**src/aodc_pkg.sv**
```systemverilog
/*
 * Package for the auxiliary output driver control block: register offsets,
 * field positions, reset values and timing constants.
 * Assumes a 100 MHz system clock and a 32-bit classic Wishbone register bus.
 */
package aodc_pkg;

    // ************************************************************
    // Register offsets (byte addresses)
    // ************************************************************
    localparam logic [7:0] AODC_ADR_IMP_CTRL  = 8'h00;
    localparam logic [7:0] AODC_ADR_RLY_CTRL  = 8'h04;
    localparam logic [7:0] AODC_ADR_LED_CTRL  = 8'h08;
    localparam logic [7:0] AODC_ADR_DET_CTRL  = 8'h0C;
    localparam logic [7:0] AODC_ADR_SENSE     = 8'h10;
    localparam logic [7:0] AODC_ADR_IRQ_STAT  = 8'h14;
    localparam logic [7:0] AODC_ADR_IRQ_EN    = 8'h18;
    localparam logic [7:0] AODC_ADR_IRQ_CLR   = 8'h1C;

    // ************************************************************
    // Field positions
    // ************************************************************
    // Impedance control
    localparam int AODC_IMP_MEN      = 0;
    localparam int AODC_IMP_PAIR_LSB = 1;
    localparam int AODC_IMP_RAIL_SEL = 4;
    localparam int AODC_IMP_BYPASS   = 5;
    localparam int AODC_IMP_SLP_OFF  = 6;
    localparam int AODC_IMP_PAIRS    = 3;
    // Relay control
    localparam int AODC_RLY_EN       = 0;
    localparam int AODC_RLY_ASSERT   = 1;
    localparam int AODC_RLY_SLP_KEEP = 2;
    localparam int AODC_RLY_DUTY_LSB = 8;
    localparam int AODC_RLY_DUTY_W   = 8;
    // LED control, one byte per LED starting at these positions
    localparam int AODC_LED_EN       = 0;
    localparam int AODC_LED_CUR_LSB  = 1;
    localparam int AODC_LED_CUR_W    = 4;
    localparam int AODC_LED_PAT_LSB  = 5;
    localparam int AODC_LED_PAT_W    = 3;
    localparam int AODC_LED_STRIDE   = 8;
    localparam int AODC_LED_SLP_KEEP = 16;
    // Charger detection control
    localparam int AODC_DET_MODE     = 0;
    localparam int AODC_DET_SRC_EN   = 1;
    localparam int AODC_DET_SRC_PIN  = 2;
    localparam int AODC_DET_SNK_EN   = 3;
    localparam int AODC_DET_SNK_PIN  = 4;
    localparam int AODC_DET_CMP_EN   = 5;
    localparam int AODC_DET_CMP_PIN  = 6;
    // Sense / interrupt status bits
    localparam int AODC_EV_RLY_OPEN  = 0;
    localparam int AODC_EV_LED1      = 1;
    localparam int AODC_EV_LED2      = 2;
    localparam int AODC_EV_W         = 3;

    // ************************************************************
    // Reset values
    // ************************************************************
    localparam logic [31:0] AODC_RST_ZERO  = 32'h0000_0000;
    localparam logic [7:0]  AODC_RST_DUTY  = 8'h80;
    localparam logic [7:0]  AODC_DUTY_FULL = 8'hFF;

    // ************************************************************
    // Timing
    // ************************************************************
    localparam int AODC_CLK_HZ       = 100_000_000;
    localparam int AODC_TPU_US       = 20_000;
    localparam int AODC_TPU_CYC      = (AODC_TPU_US / 1_000_000.0 > 0) ?
                                       AODC_TPU_US * (AODC_CLK_HZ / 1_000_000) : 1;
    localparam int AODC_PWM_DIV      = 4;
    localparam int AODC_BLINK_DIV    = 4096;
    localparam int AODC_CNT_W        = 24;

endpackage

```
**src/aodc_divider.sv**
```systemverilog
/*
 * Enable-pulse divider: a one-cycle tick every DIV cycles of the selected
 * source. Assumes one clock; the source enable selects which ticks count.
 */
`timescale 1ns/1ns
module aodc_divider #(
    parameter int DIV = 4
) (
    input  wire logic clk_i,
    input  wire logic rst_i,
    input  wire logic src_en_i,
    output logic      tick_o
);
    logic [15:0] cnt_r;

    always_ff @(posedge clk_i) begin
        if (rst_i) begin
            cnt_r  <= 16'h0000;
            tick_o <= 1'b0;
        end else if (src_en_i) begin
            if (cnt_r == 16'(DIV - 1)) begin
                cnt_r  <= 16'h0000;
                tick_o <= 1'b1;
            end else begin
                cnt_r  <= cnt_r + 16'h0001;
                tick_o <= 1'b0;
            end
        end else begin
            tick_o <= 1'b0;
        end
    end
endmodule // aodc_divider

```
**src/aodc_top.sv**
```systemverilog
/*
 * Auxiliary output driver control: impedance drivers, relay driver with
 * PWM hold, two LED drivers with blink and faults, charger detection front
 * end, sticky interrupts, classic Wishbone slave.
 * Assumes analog sense inputs already synchronous to clk_i; the crystal and
 * on-chip oscillator ticks arrive as enable pulses on clk_i.
 */
`timescale 1ns/1ns

// Function
// - Three impedance drive outputs, each with its own enable bit.
// - Rail select picks negative pump or ground; bypass option in either case.
// - After reset or master enable low: drivers, pump off, outputs pulled low.
// - With pump on, each output follows its own pair enable.
// - Optional automatic shutdown of impedance drivers and pump in sleep.
// - Relay fully on for pick-up delay, then programmable duty PWM.
// - Full-scale duty keeps relay continuously on.
// - Relay PWM ticks from crystal clock, else on-chip oscillator.
// - No coil current while relay active raises interrupt.
// - Relay disabled at reset; sleep option keeps or disables it.
// - LED open or short raises interrupt; driver stays enabled.
// - Each LED has its own current setting.
// - Per-LED blink patterns from on-chip oscillator, phase-synchronous.
// - LEDs off and high impedance after reset; sleep option disables or keeps.
// - Detection mode: one source, sink, comparator, register-assigned to pins.
// - Detection comparator reported on the LED fault sense and interrupt bit.
module aodc_top
    import aodc_pkg::*;
(
    input  wire logic        clk_i,
    input  wire logic        rst_i,
    // Wishbone slave
    input  wire logic        cyc_i,
    input  wire logic        stb_i,
    input  wire logic        we_i,
    input  wire logic [7:0]  adr_i,
    input  wire logic [3:0]  sel_i,
    input  wire logic [31:0] dat_i,
    output logic      [31:0] dat_o,
    output logic             ack_o,
    // System status
    input  wire logic        sleep_i,
    input  wire logic        xtal_ok_i,
    input  wire logic        xtal_tick_i,
    input  wire logic        osc_tick_i,
    input  wire logic        coil_current_i,
    input  wire logic [1:0]  led_fault_i,
    input  wire logic        detect_compare_i,
    // Impedance drivers
    output logic             charge_pump_en_o,
    output logic [2:0]       impedance_drive_out_o,
    output logic [2:0]       impedance_pulldown_o,
    output logic             impedance_low_rail_neg_o,
    output logic             impedance_bypass_o,
    // Relay
    output logic             relay_drive_out_o,
    // LED / detection pins
    output logic [1:0]       led_drive_o,
    output logic [1:0]       led_oe_n_o,
    output logic [7:0]       led_current_o,
    output logic             detect_voltage_source_en_o,
    output logic             detect_voltage_source_pin_o,
    output logic             detect_current_sink_en_o,
    output logic             detect_current_sink_pin_o,
    output logic             detect_compare_reference_en_o,
    output logic             detect_compare_pin_o,
    output logic             irq_o
);

    // ************************************************************
    // Registers
    // ************************************************************
    logic [31:0]          imp_ctrl_r;
    logic [31:0]          rly_ctrl_r;
    logic [31:0]          led_ctrl_r;
    logic [31:0]          det_ctrl_r;
    logic [AODC_EV_W-1:0] irq_stat_r;
    logic [AODC_EV_W-1:0] irq_en_r;
    logic [AODC_EV_W-1:0] sense_r;
    logic [AODC_EV_W-1:0] clr_pulse;
    logic                 wr_en;
    logic                 rd_en;

    assign wr_en = cyc_i && stb_i && we_i && !ack_o;
    assign rd_en = cyc_i && stb_i && !we_i && !ack_o;

    function automatic logic [31:0] merge(input logic [31:0] old, input logic [31:0] nw,
                                          input logic [3:0] sel);
        logic [31:0] res;
        res = old;
        for (int b = 0; b < 4; b++) begin
            if (sel[b]) begin
                res[b*8 +: 8] = nw[b*8 +: 8];
            end
        end
        return res;
    endfunction

    always_ff @(posedge clk_i) begin
        if (rst_i) begin
            imp_ctrl_r <= AODC_RST_ZERO;
            rly_ctrl_r <= {16'h0000, AODC_RST_DUTY, 8'h00};
            led_ctrl_r <= AODC_RST_ZERO;
            det_ctrl_r <= AODC_RST_ZERO;
            irq_en_r   <= '0;
        end else if (wr_en) begin
            case (adr_i)
                AODC_ADR_IMP_CTRL: imp_ctrl_r <= merge(imp_ctrl_r, dat_i, sel_i);
                AODC_ADR_RLY_CTRL: rly_ctrl_r <= merge(rly_ctrl_r, dat_i, sel_i);
                AODC_ADR_LED_CTRL: led_ctrl_r <= merge(led_ctrl_r, dat_i, sel_i);
                AODC_ADR_DET_CTRL: det_ctrl_r <= merge(det_ctrl_r, dat_i, sel_i);
                AODC_ADR_IRQ_EN:   irq_en_r   <= sel_i[0] ? dat_i[AODC_EV_W-1:0] : irq_en_r;
                default: begin
                end
            endcase
        end
    end

    assign clr_pulse = (wr_en && adr_i == AODC_ADR_IRQ_CLR && sel_i[0]) ?
                       dat_i[AODC_EV_W-1:0] : '0;

    // Bus answer one cycle after the request; unmapped reads return zero
    always_ff @(posedge clk_i) begin
        if (rst_i) begin
            ack_o <= 1'b0;
            dat_o <= AODC_RST_ZERO;
        end else begin
            ack_o <= cyc_i && stb_i && !ack_o;
            if (rd_en) begin
                case (adr_i)
                    AODC_ADR_IMP_CTRL: dat_o <= imp_ctrl_r;
                    AODC_ADR_RLY_CTRL: dat_o <= rly_ctrl_r;
                    AODC_ADR_LED_CTRL: dat_o <= led_ctrl_r;
                    AODC_ADR_DET_CTRL: dat_o <= det_ctrl_r;
                    AODC_ADR_SENSE:    dat_o <= {29'h0, sense_r};
                    AODC_ADR_IRQ_STAT: dat_o <= {29'h0, irq_stat_r};
                    AODC_ADR_IRQ_EN:   dat_o <= {29'h0, irq_en_r};
                    default:           dat_o <= AODC_RST_ZERO;
                endcase
            end
        end
    end

    // ************************************************************
    // Impedance drivers
    // ************************************************************
    logic imp_run;
    // Rail and bypass settings are only sampled, never guarded; software keeps them still while running
    assign imp_run = imp_ctrl_r[AODC_IMP_MEN] && !(sleep_i && imp_ctrl_r[AODC_IMP_SLP_OFF]);

    always_ff @(posedge clk_i) begin
        if (rst_i) begin
            charge_pump_en_o         <= 1'b0;
            impedance_drive_out_o    <= 3'h0;
            impedance_pulldown_o     <= 3'h7;
            impedance_low_rail_neg_o <= 1'b0;
            impedance_bypass_o       <= 1'b0;
        end else begin
            charge_pump_en_o         <= imp_run;
            impedance_low_rail_neg_o <= imp_ctrl_r[AODC_IMP_RAIL_SEL];
            impedance_bypass_o       <= imp_ctrl_r[AODC_IMP_BYPASS];
            for (int i = 0; i < AODC_IMP_PAIRS; i++) begin
                impedance_drive_out_o[i] <= imp_run && imp_ctrl_r[AODC_IMP_PAIR_LSB + i];
                impedance_pulldown_o[i]  <= !imp_run;
            end
        end
    end

    // ************************************************************
    // Relay driver
    // ************************************************************
    typedef enum logic [2:0] {
        AODC_RLY_OFF  = 3'b001,
        AODC_RLY_PICK = 3'b010,
        AODC_RLY_HOLD = 3'b100
    } aodc_rly_state_t;

    aodc_rly_state_t     rly_state_r;
    logic [AODC_CNT_W-1:0] pu_cnt_r;
    logic [7:0]          pwm_cnt_r;
    logic                pwm_tick;
    logic                rly_active;
    logic                rly_on_nxt;
    logic [7:0]          duty;

    assign duty       = rly_ctrl_r[AODC_RLY_DUTY_LSB +: AODC_RLY_DUTY_W];
    assign rly_active = rly_ctrl_r[AODC_RLY_EN] && rly_ctrl_r[AODC_RLY_ASSERT] &&
                        !(sleep_i && !rly_ctrl_r[AODC_RLY_SLP_KEEP]);

    // Crystal ticks preferred; on-chip oscillator keeps the hold alive without it
    aodc_divider #(
        .DIV      (AODC_PWM_DIV)
    ) u_pwm_div (
        .clk_i    (clk_i),
        .rst_i    (rst_i),
        .src_en_i (xtal_ok_i ? xtal_tick_i : osc_tick_i),
        .tick_o   (pwm_tick)
    );

    always_ff @(posedge clk_i) begin
        if (rst_i) begin
            rly_state_r <= AODC_RLY_OFF;
            pu_cnt_r    <= '0;
        end else begin
            case (rly_state_r)
                AODC_RLY_OFF: begin
                    pu_cnt_r <= '0;
                    if (rly_active) begin
                        rly_state_r <= AODC_RLY_PICK;
                    end
                end
                AODC_RLY_PICK: begin
                    if (!rly_active) begin
                        rly_state_r <= AODC_RLY_OFF;
                    end else if (pu_cnt_r == AODC_CNT_W'(AODC_TPU_CYC - 1)) begin
                        rly_state_r <= AODC_RLY_HOLD;
                    end else begin
                        pu_cnt_r <= pu_cnt_r + 1'b1;
                    end
                end
                AODC_RLY_HOLD: begin
                    if (!rly_active) begin
                        rly_state_r <= AODC_RLY_OFF;
                    end
                end
                default: rly_state_r <= AODC_RLY_OFF;
            endcase
        end
    end

    always_ff @(posedge clk_i) begin
        if (rst_i) begin
            pwm_cnt_r <= 8'h00;
        end else if (pwm_tick) begin
            pwm_cnt_r <= (pwm_cnt_r == AODC_DUTY_FULL - 8'h01) ? 8'h00 : pwm_cnt_r + 8'h01;
        end
    end

    always_comb begin
        case (rly_state_r)
            AODC_RLY_PICK: rly_on_nxt = 1'b1;
            AODC_RLY_HOLD: rly_on_nxt = (duty == AODC_DUTY_FULL) || (pwm_cnt_r < duty);
            default:       rly_on_nxt = 1'b0;
        endcase
    end

    always_ff @(posedge clk_i) begin
        if (rst_i) begin
            relay_drive_out_o <= 1'b0;
        end else begin
            relay_drive_out_o <= rly_on_nxt;
        end
    end

    // ************************************************************
    // LED drivers and charger detection
    // ************************************************************
    logic        blink_tick;
    logic [7:0]  blink_cnt_r;
    logic        det_mode;
    logic        led_keep;
    logic [1:0]  led_fault_sense;

    assign det_mode = det_ctrl_r[AODC_DET_MODE];
    assign led_keep = !sleep_i || led_ctrl_r[AODC_LED_SLP_KEEP];

    aodc_divider #(
        .DIV      (AODC_BLINK_DIV)
    ) u_blink_div (
        .clk_i    (clk_i),
        .rst_i    (rst_i),
        .src_en_i (osc_tick_i),
        .tick_o   (blink_tick)
    );

    // One shared phase counter keeps both patterns locked together
    always_ff @(posedge clk_i) begin
        if (rst_i) begin
            blink_cnt_r <= 8'h00;
        end else if (blink_tick) begin
            blink_cnt_r <= blink_cnt_r + 8'h01;
        end
    end

    // Pattern: 0 steady, 1..7 on for one phase step every 2^pattern steps
    function automatic logic blink_on(input logic [2:0] pat, input logic [7:0] ph);
        logic [7:0] mask;
        mask = (8'h01 << pat) - 8'h01;
        return (pat == 3'h0) || ((ph & mask) == 8'h00);
    endfunction

    generate
        for (genvar g = 0; g < 2; g++) begin : g_led
            logic       en;
            logic [2:0] pat;
            assign en  = led_ctrl_r[g*AODC_LED_STRIDE + AODC_LED_EN];
            assign pat = led_ctrl_r[g*AODC_LED_STRIDE + AODC_LED_PAT_LSB +: AODC_LED_PAT_W];
            // Fault is reported only; the driver stays under software control
            assign led_fault_sense[g] = en && led_fault_i[g];

            always_ff @(posedge clk_i) begin
                if (rst_i) begin
                    led_drive_o[g]             <= 1'b0;
                    led_oe_n_o[g]              <= 1'b1;
                    led_current_o[g*4 +: 4]    <= 4'h0;
                end else begin
                    led_drive_o[g]             <= !det_mode && en && led_keep && blink_on(pat, blink_cnt_r);
                    led_oe_n_o[g]              <= !(!det_mode && en && led_keep);
                    led_current_o[g*4 +: 4]    <=
                        led_ctrl_r[g*AODC_LED_STRIDE + AODC_LED_CUR_LSB +: AODC_LED_CUR_W];
                end
            end
        end
    endgenerate

    always_ff @(posedge clk_i) begin
        if (rst_i) begin
            detect_voltage_source_en_o    <= 1'b0;
            detect_voltage_source_pin_o   <= 1'b0;
            detect_current_sink_en_o      <= 1'b0;
            detect_current_sink_pin_o     <= 1'b0;
            detect_compare_reference_en_o <= 1'b0;
            detect_compare_pin_o          <= 1'b0;
        end else begin
            detect_voltage_source_en_o    <= det_mode && det_ctrl_r[AODC_DET_SRC_EN];
            detect_voltage_source_pin_o   <= det_ctrl_r[AODC_DET_SRC_PIN];
            detect_current_sink_en_o      <= det_mode && det_ctrl_r[AODC_DET_SNK_EN];
            detect_current_sink_pin_o     <= det_ctrl_r[AODC_DET_SNK_PIN];
            detect_compare_reference_en_o <= det_mode && det_ctrl_r[AODC_DET_CMP_EN];
            detect_compare_pin_o          <= det_ctrl_r[AODC_DET_CMP_PIN];
        end
    end

    // ************************************************************
    // Sense and interrupts
    // ************************************************************
    logic [AODC_EV_W-1:0] sense_nxt;
    logic                 cmp_live;

    assign cmp_live = det_mode && det_ctrl_r[AODC_DET_CMP_EN] && detect_compare_i;

    always_comb begin
        sense_nxt                   = '0;
        sense_nxt[AODC_EV_RLY_OPEN] = (rly_state_r != AODC_RLY_OFF) && !coil_current_i;
        // The comparator shares the fault bit of the pin it watches; software reads the result
        sense_nxt[AODC_EV_LED1]     = det_mode ? (cmp_live && !det_ctrl_r[AODC_DET_CMP_PIN])
                                               : led_fault_sense[0];
        sense_nxt[AODC_EV_LED2]     = det_mode ? (cmp_live && det_ctrl_r[AODC_DET_CMP_PIN])
                                               : led_fault_sense[1];
    end

    always_ff @(posedge clk_i) begin
        if (rst_i) begin
            sense_r    <= '0;
            irq_stat_r <= '0;
            irq_o      <= 1'b0;
        end else begin
            sense_r    <= sense_nxt;
            // Set wins over a clear in the same cycle
            irq_stat_r <= (irq_stat_r & ~clr_pulse) | sense_nxt;
            irq_o      <= |(((irq_stat_r & ~clr_pulse) | sense_nxt) & irq_en_r);
        end
    end

endmodule // aodc_top

```
**config.mk**
```make
export PLATFORM = sky130hd
export DESIGN_NAME = aodc_top
export DESIGN_NICKNAME = d
export VERILOG_FILES = /design/src/aodc_pkg.sv /design/src/aodc_divider.sv /design/src/aodc_top.sv
export SDC_FILE = /design/constraint.sdc
export NUM_CORES = 1
export LEC_CHECK = 0
export ABC_AREA = 1
export BUFFER_PORTS_ARGS = -buffer_cell sky130_fd_sc_hd__buf_2
export CAP_MARGIN = 20
export CORE_UTILIZATION = 56
export DETAILED_ROUTE_END_ITERATION = 6
export GPL_ROUTABILITY_DRIVEN = 0
export PLACE_DENSITY_LB_ADDON = 0.15
export SYNTH_ARGS = -nofsm -noshare
export SYNTH_HDL_FRONTEND = slang
export SYNTH_HIERARCHICAL = 1
export SYNTH_SLANG_ARGS = --single-unit
```
**constraint.sdc**
```tcl
create_clock -name clk_i -period 1.8 [get_ports clk_i]
set_input_delay 0.36 -clock clk_i [delete_from_list [all_inputs] [get_ports clk_i]]
set_output_delay 0.36 -clock clk_i [all_outputs]
set_load 0.005 [all_outputs]
```
---- Yosys cells after proc, flatten, opt, wreduce, memory -nomap -nowiden ----
Index checks and enable logic that the tools add are counted.
word-level totals
  register bits ........................... 274
  latch bits .............................. 0
  bits in writable memories ............... 0
  bits in read-only memories .............. 0
  input port bits ......................... 57
  output and inout bits ................... 62
  logic and storage cells ................. 181
  memories kept ........................... 0
operators by class
  $add $sub $neg .......................... 7
  multiply operators ...................... 0
  div/mod/pow operators ................... 0
  $lt $le $gt $ge ......................... 1
  equal/unequal tests ..................... 21
  shift operators ......................... 2
  multiplexer cells ....................... 19
  bitwise logic cells ..................... 8
  reductions and logical operators ........ 75
operator list
  cell                     number
  $pmux W32 S7             1
  $reduce_and A3 Y1        19
  $mux W24                 2
  $pmux W24 S2             1
  $add A16 B1 Y16 const B  2
  $eq A8 B5 Y1 const B     4
  $mux W16                 2
  $logic_and A1 B1 Y1      31
  $add A24 B1 Y24 const B  1
  $eq A24 B21 Y1 const B   1
  $logic_not A8 Y1         3
  $add A8 B1 Y8 const B    2
  $and A8 B8 Y8            2
  $eq A16 B12 Y1 const B   1
  $eq A16 B2 Y1 const B    1
  $eq A8 B4 Y1 const B     2
  $eq A8 B8 Y1 const B     2
  $shl A1 B3 Y8 const A    2
  $sub A8 B1 Y8 const B    2
  $mux W3                  5
  $logic_not A1 Y1         12
  $pmux W3 S3              1
  $eq A8 B3 Y1 const B     1
  $lt A8 B8 Y1             1
  18 further kinds         32

---- Logic depth before layout (Yosys ltp) ----
Gate-level depths: netlist of the first run.
  depth in word-level cells ............... 11
  gate-level depth with buffers ........... 12
  mapped depth without buffers ............ 11

---- Cells and area by module ----
The synthesis of the first run kept the hierarchy.
modules (own cells, without submodules)
  module                       times used  cells each  area an instance (sq um)
  aodc_top                     1           1518        10679.0
  aodc_divider at u_pwm_div    1           137         959.7
  aodc_divider at u_blink_div  1           132         909.6

---- Least setup slack after synthesis of the first run ----
Ideal clock, no wire load.
  path type ............................... register to register
  start point ............................. register pu_cnt_r[0]
  end point ............................... register pu_cnt_r[16]
  arrival ................................. 1517 ps
  data required time ...................... 1733 ps
  path slack .............................. 216 ps
  stages on the path, launching flop included .. 11
  path buffers ............................ 1
  clock period less this slack ............ 1584 ps
  path through ............................ dfxtp_1 ha_1 nand2_2 nor2_4 nand2_2 nor2_2 nand3_2 nand3_4 buf_8 nand2_1 a21oi_2
on the way
  longest elaborated chain between the ends .. 4
RTL lines
  what                    line             source
  from (decl)             aodc_top.sv:179  logic [AODC_CNT_W-1:0] pu_cnt_r;
  from (signal assigned)  aodc_top.sv:218  pu_cnt_r <= pu_cnt_r + 1'b1;
  $add A24 B1 Y24         aodc_top.sv:218
  $mux W24                aodc_top.sv:215  end else if (pu_cnt_r == AODC_CNT_W'(AODC_TPU_CYC - 1)) begin
  $mux W24                aodc_top.sv:213  if (!rly_active) begin
  $pmux W24 S2            aodc_top.sv:205  case (rly_state_r)
Parallel ways exist; a longest one is shown, timed or not. The select of a mux whose other input is x is not followed.
A chain may end at the register's enable or synchronous reset.

---- Worst setup path after layout of the first run ----
  start point ............................. register pu_cnt_r[1]
  end point ............................... register pu_cnt_r[12]
Same word-level chain as after synthesis.

==> results of run 1 <==
area by class of cell:
class | count | area [um2]
inverter | 149 | 563
tap | 280 | 350
clock buffer | 43 | 881
fill | 1929 | 7100
clock inverter | 13 | 169
timing repair buffer | 175 | 1120
sequential | 273 | 5470
multi-input combinational | 1307 | 6240
antenna | 1 | 2.50
sequential cells by signal (all words and copies together), names as in the netlist, 2 cells and up:
name / count
blink_cnt_r: 7
pwm_cnt_r: 8
rly_state_r: 3
det_ctrl_r: 32
led_current_o: 8
pu_cnt_r: 24
u_blink_div/cnt_r: 16
irq_en_r: 3
u_pwm_div/cnt_r: 16
imp_ctrl_r: 32
led_drive_o: 2
dat_o: 32
irq_stat_r: 3
led_ctrl_r: 32
sense_r: 3
impedance_drive_out_o: 3
rly_ctrl_r: 32
led_oe_n_o: 2
layer usage:
| metal | wire length, um | track usage [%] | vias up |
|---|---|---|---|
| met5 | 0 | 0 | - |
| met4 | 820 | 8.02 | 0 |
| met3 | 2590 | 3.59 | 69 |
| met2 | 15800 | 49.7 | 438 |
| met1 | 14700 | 39.1 | 5557 |
| li1 | - | - | 6070 |
power by group:
group          total (mW)  switching, mW  leakage (nW)  internal [mW]
Combinational        1.02          0.695          3.38          0.324
Sequential           6.13         0.0381          2.20           6.09
Clock                6.43           2.47         0.524           3.96
layout by cell type (no fill, tap or decap), drive strengths merged, types with 3 or more instances in the layout:
cell	n
o21ai	161
inv	148
xor2	15
a211oi	3
buf	174
nand3	143
nor3	25
a21oi	119
clkbuf	43
clkinv	10
nand2	344
a31oi	3
dfxtp	273
ha	14
nand4	25
o211ai	3
nor2	433
xnor2	4
bufinv	4
logic make-up after synthesis:
group	Yosys count
AND/OR/NAND/NOR	978
AO/OA/AOI/OAI	294
flip-flops	273
buffers and inverters	208
XOR/XNOR	19
adder cells (fa/ha/maj)	14
multiplexers	1
worst paths after layout:
check,to,startpoint,slack [ps]
worst max-delay path,pu_cnt_r[12],pu_cnt_r[1],60
worst min-delay path,led_ctrl_r[23],dat_i[23],100
worst max register to register,pu_cnt_r[12],pu_cnt_r[1],60
worst min register to register,led_current_o[5],led_ctrl_r[10],460
worst max-delay path, cell delays in order, from the launching register on:
cell and delay (ps):
sky130_fd_sc_hd__dfxtp_1 390, sky130_fd_sc_hd__ha_2 230, sky130_fd_sc_hd__nand2_2 80, sky130_fd_sc_hd__nor2_4 140
sky130_fd_sc_hd__nand2_2 80, sky130_fd_sc_hd__nor2_2 140, sky130_fd_sc_hd__nand3_2 150, sky130_fd_sc_hd__nand3_2 210
sky130_fd_sc_hd__nand2_1 100, sky130_fd_sc_hd__a21oi_1 160
per-stage QoR:
stage                     instance area (um2)  hold WS (ps)  setup TNS (ps)  power (mW)  worst slack (ps)
after global placement                  13700           438               0        7.20              49.6
after global routing                    14800          98.3               0        14.0              12.3
after detailed placement                13700           447           -74.4        7.21             -17.0
final                                   14800          96.7               0        13.6              58.3
after CTS                               14800          80.0               0        13.6               110
after floorplan                         12500           413               0        6.91               216
timing repair:
action | in CTS | in global routing
buffers inserted | 0 | 1
hold endpoints to repair | 1 | 0
setup endpoints to repair | 0 | 5
resized for setup | 0 | 3
hold buffers | 1 | 0
==> results.sh, run 1 <==
export IMPL_overflow=0
export IMPL_slew_viol_final=0
export IMPL_detail_route_wl_per_cell_um=15.1
export IMPL_core_rowCount=54
export IMPL_main_combinational_cell_family_by_area_after_synthesis="simple AND/OR/NAND/NOR gates"
export IMPL_synth_common_cells="397 x sky130_fd_sc_hd__nor2_1, 328 x sky130_fd_sc_hd__nand2_1, 273 x sky130_fd_sc_hd__dfxtp_1, 140 x sky130_fd_sc_hd__o21ai_0, 134 x sky130_fd_sc_hd__inv_1"
export IMPL_first_global_vias=11000
export IMPL_clockRootBuffer="sky130_fd_sc_hd__clkbuf_16"
export IMPL_vias_post_dr=12100
export IMPL_period_minus_ws_final_ps=1740
export IMPL_synth_ff_type="sky130_fd_sc_hd__dfxtp_1"
export IMPL_async_flop_share_pct=0
export IMPL_cts_htree_levels=1
export IMPL_numPortBuffers=118
export IMPL_drt_pre_antenna_iters=5
export IMPL_drt_iter0_markers=870
export IMPL_synth_adder_area_share_pct=1.40
export IMPL_run_status="complete, no violations"
export IMPL_grt_max_degree=53
export IMPL_yosys_cell_types_count=47
export IMPL_critPathArrivalTime_ps=2210
export IMPL_timing_worst_slew_pin_value_ps=476
export IMPL_synth_seq_area_share_pct=43.6
export IMPL_effective_utilization_at_floorplan_pct=57.3
export IMPL_syn_area_per_cell_um2=7.02
export IMPL_avgViaCountPerCell=5.41
export IMPL_cts_tree="done"
export IMPL_worstHoldPathCells=3
export IMPL_yosys_register_bits=273
export IMPL_holdCritPathClass="in2reg"
export IMPL_criticalPathCategory="reg2reg"
export IMPL_post_synth_top_area_cell="sky130_fd_sc_hd__dfxtp_1"
export IMPL_yosys_mux_area_fraction_pct=0.0897
export IMPL_clk_insertion_delay_late_ps=550
export IMPL_timing_final_hold_violations=0
export IMPL_io_pins=119
export IMPL_timing_reg2reg_worst_path_depth=9
export IMPL_clock_skew_ps=10.9
export IMPL_irDropWorstVdd_v=0.000781
export IMPL_grt_first_pass_wirelength_um=54300
export IMPL_synth_most_common_cell="sky130_fd_sc_hd__nor2_1"
export IMPL_synth_enable_flop_cells=0
export IMPL_leakage_nw=6.11
export IMPL_routed_wirelength_um=33900
export IMPL_timing_critical_path_to_type="register"
export IMPL_globalRouteTotalUtil_pct=29.3
export IMPL_clk_pin_slew_worst_paths_ps=60
export IMPL_yosysWarnings=6
export IMPL_die_y_um=152
export IMPL_post_synth_instance_area_um2=12500
export IMPL_final_period_utilization_pct=96.8
export IMPL_grt_setup_unrepaired="false"
export IMPL_ant_nets=0
export IMPL_synthesis_instances=1787
export IMPL_die_area_um2=23000
export IMPL_fmax_mhz=574
export IMPL_cts_buffers=30
export IMPL_path_max_fanout=8
export IMPL_die_w_um=152
export IMPL_yosys_area_share_simple_pct=34.5
export IMPL_syn_num_nets=1858
export IMPL_final_core_utilization_pct=67.6
export IMPL_setup_viol_count_final=0
export IMPL_cp_data_required_time_ps=2270
export IMPL_max_cap_violations=0
export IMPL_dpl_cell_count=2181
export IMPL_post_synth_main_area_contributors="sky130_fd_sc_hd__dfxtp_1 44%, sky130_fd_sc_hd__nor2_1 12%, sky130_fd_sc_hd__nand2_1 9.8%"
export IMPL_synth_xor_xnor_area_share_pct=1.33
export IMPL_post_synthesis_compound_gate_area_fraction_pct=12.2
export IMPL_post_route_cells_drive_above_1_share_pct=16.2
export IMPL_critical_path_startpoint_type="register"
export IMPL_layout_area_overhead_vs_synth_pct=17.9
export IMPL_clk_path_buf_depth=3
export IMPL_layout_nets=2007
export IMPL_fin_cells=2241
export IMPL_headroom_to_the_max_slew_limit_pct=68.2
export IMPL_detailed_place_hpwl_um=23700
export IMPL_power_per_cell_area_nw_per_um2=918
export IMPL_synth_top_area_share_pct=43.6
export IMPL_cts_num_sinks=273
export IMPL_antenna_found_initial=1
export IMPL_core_region_area_um2=21900
export IMPL_dr_drc_count=0
Power figures use the tool's default switching activity.
==> inputs of run 2 (changes only) <==
--- a/config.mk
+++ b/config.mk
@@ -7,11 +7,11 @@
 export LEC_CHECK = 0
 export ABC_AREA = 1
 export BUFFER_PORTS_ARGS = -buffer_cell sky130_fd_sc_hd__buf_2
-export CAP_MARGIN = 20
 export CORE_UTILIZATION = 56
 export DETAILED_ROUTE_END_ITERATION = 6
 export GPL_ROUTABILITY_DRIVEN = 0
 export PLACE_DENSITY_LB_ADDON = 0.15
+export RECOVER_POWER = 25
 export SYNTH_ARGS = -nofsm -noshare
 export SYNTH_HDL_FRONTEND = slang
 export SYNTH_HIERARCHICAL = 1
==> run 2 against run 1 <==
Clock skew is essentially flat. Setup slack lost 1.8 ps. Utilization fell by 0.38 points.
==> results.sh, run 2 (synthesis results as in run 1) <==
export IMPL_fmax_mhz=574
export IMPL_dpl_cell_count=2181
export IMPL_clockRootBuffer="sky130_fd_sc_hd__clkbuf_16"
export IMPL_headroom_to_the_max_slew_limit_pct=33.9
export IMPL_die_y_um=152
export IMPL_period_minus_ws_final_ps=1740
export IMPL_multi_input_comb_area_um2=6210
export IMPL_effective_utilization_at_floorplan_pct=57.3
export IMPL_slew_viol_final=0
export IMPL_cts_htree_levels=1
export IMPL_antenna_found_initial=1
export IMPL_grt_max_degree=53
export IMPL_routed_wirelength_um=33900
export IMPL_post_place_ws_ps=-17.0
export IMPL_cp_data_required_time_ps=2270
export IMPL_path_max_fanout=8
export IMPL_postLayoutCellArea_um2=14700
export IMPL_pwr_share_comb_pct=7.4
export IMPL_timing_worst_slew_pin_value_ps=992
export IMPL_cellInternalPower_mw=10.4
export IMPL_overflow=0
export IMPL_sw_frac_of_total_pct=23.6
export IMPL_drt_pre_antenna_iters=7
export IMPL_critical_path_startpoint_type="register"
export IMPL_regArea_um2=5470
export IMPL_clock_skew_ps=11.1
export IMPL_setup_tns_ps=0
export IMPL_clk_pin_slew_worst_paths_ps=60
export IMPL_layout_cells_most_common="sky130_fd_sc_hd__nor2_1"
export IMPL_die_area_um2=23000
export IMPL_globalRouteTotalUtil_pct=29.3
export IMPL_criticalPathCategory="reg2reg"
export IMPL_vias_post_dr=12200
export IMPL_avgViaCountPerCell=5.42
export IMPL_critPathMaxStageDelay_ps=390
export IMPL_max_cap_violations=0
export IMPL_cts_num_sinks=273
export IMPL_dr_drc_count=0
export IMPL_setup_viol_count_final=0
export IMPL_clk_insertion_delay_late_ps=560
export IMPL_power_share_of_the_sequential_group_pct=45.2
export IMPL_power_per_cell_area_nw_per_um2=922
export IMPL_first_global_vias=11000
export IMPL_core_region_area_um2=21900
export IMPL_num_fill_cells=1957
export IMPL_io_pins=119
export IMPL_worst_hold_slack_ps=91.8
export IMPL_drt_iter0_markers=921
export IMPL_layout_nets=2007
export IMPL_grt_first_pass_wirelength_um=54300
export IMPL_detail_route_wl_per_cell_um=15.1
export IMPL_holdCritPathClass="in2reg"
export IMPL_cts_buffers=30
export IMPL_final_cell_mix="399 x sky130_fd_sc_hd__nor2_1, 329 x sky130_fd_sc_hd__nand2_1, 272 x sky130_fd_sc_hd__dfxtp_1, 140 x sky130_fd_sc_hd__o21ai_0"
export IMPL_final_period_utilization_pct=96.9
export IMPL_critical_path_cell_chain="ha_2, nand2_2, nor2_4, nand2_2, nor2_2, nand3_2, nand3_2, nand2_1, a21oi_1"
export IMPL_irDropWorstVdd_v=0.000777
export IMPL_clk_path_buf_depth=3
export IMPL_power_switching_mw=3.20
export IMPL_cts_tree="done"
export IMPL_numPortBuffers=118
export IMPL_timing_critical_path_to_type="register"
export IMPL_post_route_cells_drive_above_1_share_pct=14.6
export IMPL_run_status="complete, no violations"
export IMPL_place_area_um2=13700
export IMPL_timing_final_hold_violations=0
export IMPL_leakage_nw=5.99
export IMPL_layout_area_overhead_vs_synth_pct=17.2
export IMPL_final_critical_path_setup_slack_ps=56.5
export IMPL_detailed_place_hpwl_um=23700
export IMPL_critPathArrivalTime_ps=2210
export IMPL_core_rowCount=54
export IMPL_grt_setup_unrepaired="false"
export IMPL_die_w_um=152
export IMPL_ant_nets=0
export IMPL_fin_cells=2241
export IMPL_crit_path_top_delay_cell="sky130_fd_sc_hd__dfxtp_1"
export IMPL_proportion_of_power_drawn_by_the_clock_network_pct=47.4
[run 2: cell types whose count changed in the layout (fill, tap and decap cells not counted), sizes merged]
| cell | change |
|---|---|
| buf | -25 |
| clkbuf | +25 |
[run 2: layout make-up]
| type | instances | share of cell area, % |
|---|---|---|
| sequential | 273 | 37.2 |
| inverter | 149 | 3.83 |
| multi-input combinational | 1307 | 42.2 |
| clock buffer | 43 | 5.99 |
| antenna | 1 | 0.0170 |
| tap | 280 | 2.38 |
| timing repair buffer | 175 | 7.27 |
| clock inverter | 13 | 1.15 |
[run 2: layer usage]
layer / vias up / global-route usage (%) / wire length [um]
met5: - / 0 / 0
met4: 0 / 8.02 / 815
met3: 63 / 3.59 / 2680
met2: 456 / 49.7 / 15700
met1: 5558 / 39.1 / 14700
li1: 6078 / - / -
[run 2: metrics by stage]
step	power, mW	utilization (%)
floorplan	6.91	-
global placement	7.20	62.6
detailed placement	7.21	62.6
CTS	13.6	67.4
global route	14.0	67.2
finish	13.6	67.2
[run 2: what timing repair did]
| item | 4_1_cts | 5_1_grt |
|---|---|---|
| buffers inserted | 0 | 1 |
| endpoints found under the hold margin | 1 | 0 |
| resized for setup | 0 | 3 |
| hold buffers | 1 | 0 |
| endpoints found under the setup margin | 0 | 5 |
[run 2: path summary, 6_finish.rpt]
check | cells past startpoint | from | end | slack [ps]
setup reg to reg | 9 | pu_cnt_r[1] | pu_cnt_r[12] | 60
hold reg to reg | 2 | led_ctrl_r[10] | led_current_o[5] | 460
setup / recovery | 9 | pu_cnt_r[1] | pu_cnt_r[12] | 60
hold / removal | 3 | dat_i[20] | led_ctrl_r[20] | 90
[run 2: worst max-delay path: cells and delay by family, from the launching register on]
family / cells / cell delay (ps)
AO/OA/AOI/OAI: 1 / 160
adder cells (fa/ha/maj): 1 / 230
AND/OR/NAND/NOR: 7 / 900
flip-flops: 1 / 390
[run 2: power by group through the flow]
stage | combinational (mW) | sequential, mW | clock [mW]
global route | 1.09 | 6.13 | 6.73
detailed placement | 0.952 | 6.26 | 0
global placement | 0.939 | 6.26 | 0
floorplan | 0.654 | 6.26 | 0
CTS | 0.960 | 6.13 | 6.50
finish | 1.01 | 6.13 | 6.43
==> inputs of run 3 (changes only) <==
--- a/config.mk
+++ b/config.mk
@@ -5,13 +5,14 @@
 export SDC_FILE = /design/constraint.sdc
 export NUM_CORES = 1
 export LEC_CHECK = 0
-export ABC_AREA = 1
 export BUFFER_PORTS_ARGS = -buffer_cell sky130_fd_sc_hd__buf_2
 export CORE_UTILIZATION = 56
 export DETAILED_ROUTE_END_ITERATION = 6
 export GPL_ROUTABILITY_DRIVEN = 0
+export GPL_TIMING_DRIVEN = 0
 export PLACE_DENSITY_LB_ADDON = 0.15
 export RECOVER_POWER = 25
+export SKIP_LAST_GASP = 1
 export SYNTH_ARGS = -nofsm -noshare
 export SYNTH_HDL_FRONTEND = slang
 export SYNTH_HIERARCHICAL = 1
==> run 3 against run 2 <==
The flow now finishes with violations (negative setup slack). Critical path depth is 3 lower. Via count is 12% lower. Flip-flop and latch count stayed put. Register-to-register slack worse by 360 ps. Sequential power is 1% lower. Sequential share of layout area is 0.82 points higher. Utilization is 4.1 points higher. Area after synthesis is 7.4% lower. Maximum frequency is 17% lower. Cell area is 1.6% lower. First-iteration DRC count is 7.3% lower. Count of clock-buffer cells in the layout is 1 lower. Largest cell class unchanged. Largest power group unchanged.
==> results.sh, run 3 <==
export IMPL_detailed_place_hpwl_um=22300
export IMPL_crit_path_leading_delay_family="simple AND/OR/NAND/NOR gates"
export IMPL_failed_checks="negative setup slack"
export IMPL_globalRouteTotalUtil_pct=30.3
export IMPL_post_synth_instance_area_um2=11600
export IMPL_yosys_register_bits=273
export IMPL_die_y_um=146
export IMPL_worstHoldPathCells=2
export IMPL_path_max_fanout=8
export IMPL_overflow=0
export IMPL_power_per_cell_area_nw_per_um2=872
export IMPL_whs_endpoint="sense_r[0]"
export IMPL_post_synth_top_area_cell="sky130_fd_sc_hd__dfxtp_1"
export IMPL_crit_path_top_delay_cell="sky130_fd_sc_hd__or4b_1"
export IMPL_synth_top_area_share_pct=47.1
export IMPL_timing_critical_path_to_type="register"
export IMPL_post_route_cells_drive_above_1_share_pct=22.1
export IMPL_post_synth_main_area_contributors="sky130_fd_sc_hd__dfxtp_1 47%, sky130_fd_sc_hd__mux2i_1 8.6%, sky130_fd_sc_hd__nor2_1 5.9%"
export IMPL_fmax_mhz=476
export IMPL_layout_nets=1581
export IMPL_die_w_um=146
export IMPL_dr_drc_count=0
export IMPL_postLayoutCellArea_um2=14500
export IMPL_r2r_start="pu_cnt_r[14]"
export IMPL_grt_first_pass_wirelength_um=51900
export IMPL_cts_htree_levels=1
export IMPL_headroom_to_the_max_slew_limit_pct=39.4
export IMPL_grt_max_degree=20
export IMPL_place_area_um2=12700
export IMPL_slew_viol_final=0
export IMPL_syn_num_nets=1389
export IMPL_critPathMaxStageDelay_ps=530
export IMPL_leakage_nw=5.49
export IMPL_yosysWarnings=6
export IMPL_setup_viol_count_final=152
export IMPL_max_cap_violations=0
export IMPL_ant_nets=0
export IMPL_cpMostUsedCell="sky130_fd_sc_hd__or3_4"
export IMPL_routed_wirelength_um=33400
export IMPL_irDropWorstVdd_v=0.000707
export IMPL_synth_ff_type="sky130_fd_sc_hd__dfxtp_1"
export IMPL_layout_area_overhead_vs_synth_pct=24.6
export IMPL_timing_final_hold_violations=0
export IMPL_n_antenna_cell=0
export IMPL_numPortBuffers=117
export IMPL_drt_iter0_markers=854
export IMPL_synthesis_instances=1318
export IMPL_critical_path_startpoint_type="register"
export IMPL_run_status="complete, but fails checks"
export IMPL_cts_num_sinks=273
export IMPL_worst_hold_slack_ps=31.6
export IMPL_final_period_utilization_pct=117
export IMPL_yosys_cell_types_count=63
export IMPL_die_area_um2=21300
export IMPL_first_global_vias=9921
export IMPL_detail_route_wl_per_cell_um=18.6
export IMPL_syn_area_per_cell_um2=8.81
export IMPL_synth_common_cells="273 x sky130_fd_sc_hd__dfxtp_1, 181 x sky130_fd_sc_hd__nor2_1, 121 x sky130_fd_sc_hd__a21oi_1, 116 x sky130_fd_sc_hd__o21ai_0, 115 x sky130_fd_sc_hd__nand2_1"
export IMPL_clock_skew_ps=16.7
export IMPL_effective_utilization_at_floorplan_pct=57.2
export IMPL_synth_enable_flop_cells=0
export IMPL_r2r_slack_ps=-300
export IMPL_vias_post_dr=10700
export IMPL_timing_worst_slew_pin_value_ps=901
export IMPL_layout_cells_most_common="sky130_fd_sc_hd__dfxtp_1"
export IMPL_final_critical_path_setup_slack_ps=-299
export IMPL_antenna_found_initial=1
export IMPL_avgViaCountPerCell=5.93
export IMPL_criticalPathCategory="reg2reg"
export IMPL_drt_pre_antenna_iters=5
export IMPL_clk_pin_slew_worst_paths_ps=60
export IMPL_period_minus_ws_final_ps=2100
export IMPL_async_flop_share_pct=0
export IMPL_grt_setup_unrepaired="true"
export IMPL_clk_insertion_delay_late_ps=540
export IMPL_cp_bufs_invs=1
export IMPL_final_cell_mix="260 x sky130_fd_sc_hd__dfxtp_1, 172 x sky130_fd_sc_hd__nor2_1, 119 x sky130_fd_sc_hd__a21oi_1, 110 x sky130_fd_sc_hd__nand2_1, 110 x sky130_fd_sc_hd__buf_2"
export IMPL_worst_hold_startpoint="coil_current_i"
export IMPL_timing_reg2reg_worst_path_depth=6
export IMPL_critical_path_cell_chain="or4b_1, or3_4, o31ai_4, buf_6, or3_4, a21oi_1"
export IMPL_clk_path_buf_depth=3
export IMPL_clockRootBuffer="sky130_fd_sc_hd__clkbuf_16"
export IMPL_critPathArrivalTime_ps=2510
export IMPL_core_region_area_um2=20300
export IMPL_cts_buffers=29
export IMPL_r2r_end="pu_cnt_r[15]"
export IMPL_synth_seq_area_share_pct=47.1
export IMPL_cp_data_required_time_ps=2210
export IMPL_synth_most_common_cell="sky130_fd_sc_hd__dfxtp_1"
export IMPL_holdCritPathClass="in2reg"
export IMPL_cts_tree="done"
export IMPL_io_pins=119
export IMPL_core_rowCount=52
-- run 3: cell types whose count changed after synthesis, sizes merged, moves of 21 or more --
cell	before	now
a22oi	0	32
inv	148	22
mux2i	0	100
nand2	344	115
nand3	142	23
nor2	433	181
o21ai	161	119
xnor2	4	25
-- run 3: where the power goes --
part           switching [mW]  total (mW)  internal [mW]
Combinational           0.320       0.469          0.150
Clock                    2.42        6.10           3.68
Sequential             0.0128        6.06           6.04
Total                    2.75        12.6           9.87
-- run 3: how the worst max path moves through the flow --
stage | from | endpoint | depth (start not counted)
detailed placement | rst_i | pu_cnt_r[18] | 7
CTS | pu_cnt_r[14] | pu_cnt_r[13] | 7
floorplan | adr_i[6] | imp_ctrl_r[24] | 7
global route | pu_cnt_r[15] | pu_cnt_r[17] | 6
global placement | adr_i[6] | dat_o[7] | 7
finish | pu_cnt_r[14] | pu_cnt_r[15] | 6
-- run 3: kinds of logic after synthesis --
group / after synthesis / synth area share (%)
multiplexers: 104 / 9.30
adder cells (fa/ha/maj): 14 / 1.51
AND/OR/NAND/NOR: 476 / 19.8
flip-flops: 273 / 47.1
XOR/XNOR: 42 / 3.17
buffers and inverters: 94 / 3.57
AO/OA/AOI/OAI: 315 / 15.6
-- run 3: area by class of cell --
| cell class | count | area (um2) |
|---|---|---|
| fillers | 1621 | 5830 |
| clock inverters | 11 | 139 |
| repair buffers | 169 | 1050 |
| flip-flops and latches | 273 | 5500 |
| plain buffers | 64 | 399 |
| well taps | 270 | 338 |
| inverters | 22 | 82.6 |
| clock buffers | 42 | 845 |
| multi-input cells | 951 | 6120 |
-- run 3: stage by stage --
stage | util, % | worst slack [ps] | TNS (ps) | std cells | total power, mW
2_1_floorplan | - | -297 | -23480 | 1318 | 6.39
6_report | 71.3 | -299 | -17540 | 1802 | 12.6
5_1_grt | 71.3 | -345 | -24800 | 1802 | 12.9
4_1_cts | 69.5 | -341 | -8520 | 1783 | 12.6
3_5_place_dp | 62.6 | -1080 | -145950 | 1705 | 6.61
3_3_place_gp | 62.6 | -1090 | -139580 | 1705 | 6.61
-- run 3: worst reg2reg max path, delay by kind of cell, from the launching register on --
family	cells	cell delay, ps
AND/OR/NAND/NOR	3	1100
AO/OA/AOI/OAI	2	360
flip-flops	1	340
buffers and inverters	1	190
-- run 3: timing repair --
| item | 4_1_cts | 5_1_grt |
|---|---|---|
| pin swaps | 28 | 39 |
| endpoints found under the setup margin | 198 | 195 |
| buffers inserted | 25 | 24 |
| gates resized for setup | 65 | 88 |
| hold buffers | 0 | 0 |
| gates cloned | 2 | 1 |
-- run 3: metal layers --
| layer | wire length, um | track usage (%) | vias up |
|---|---|---|---|
| li1 | - | - | 5050 |
| met1 | 14100 | 39.7 | 5081 |
| met2 | 15500 | 50.0 | 471 |
| met3 | 2670 | 5.50 | 89 |
| met4 | 1170 | 11.5 | 0 |
| met5 | 0 | 0 | - |
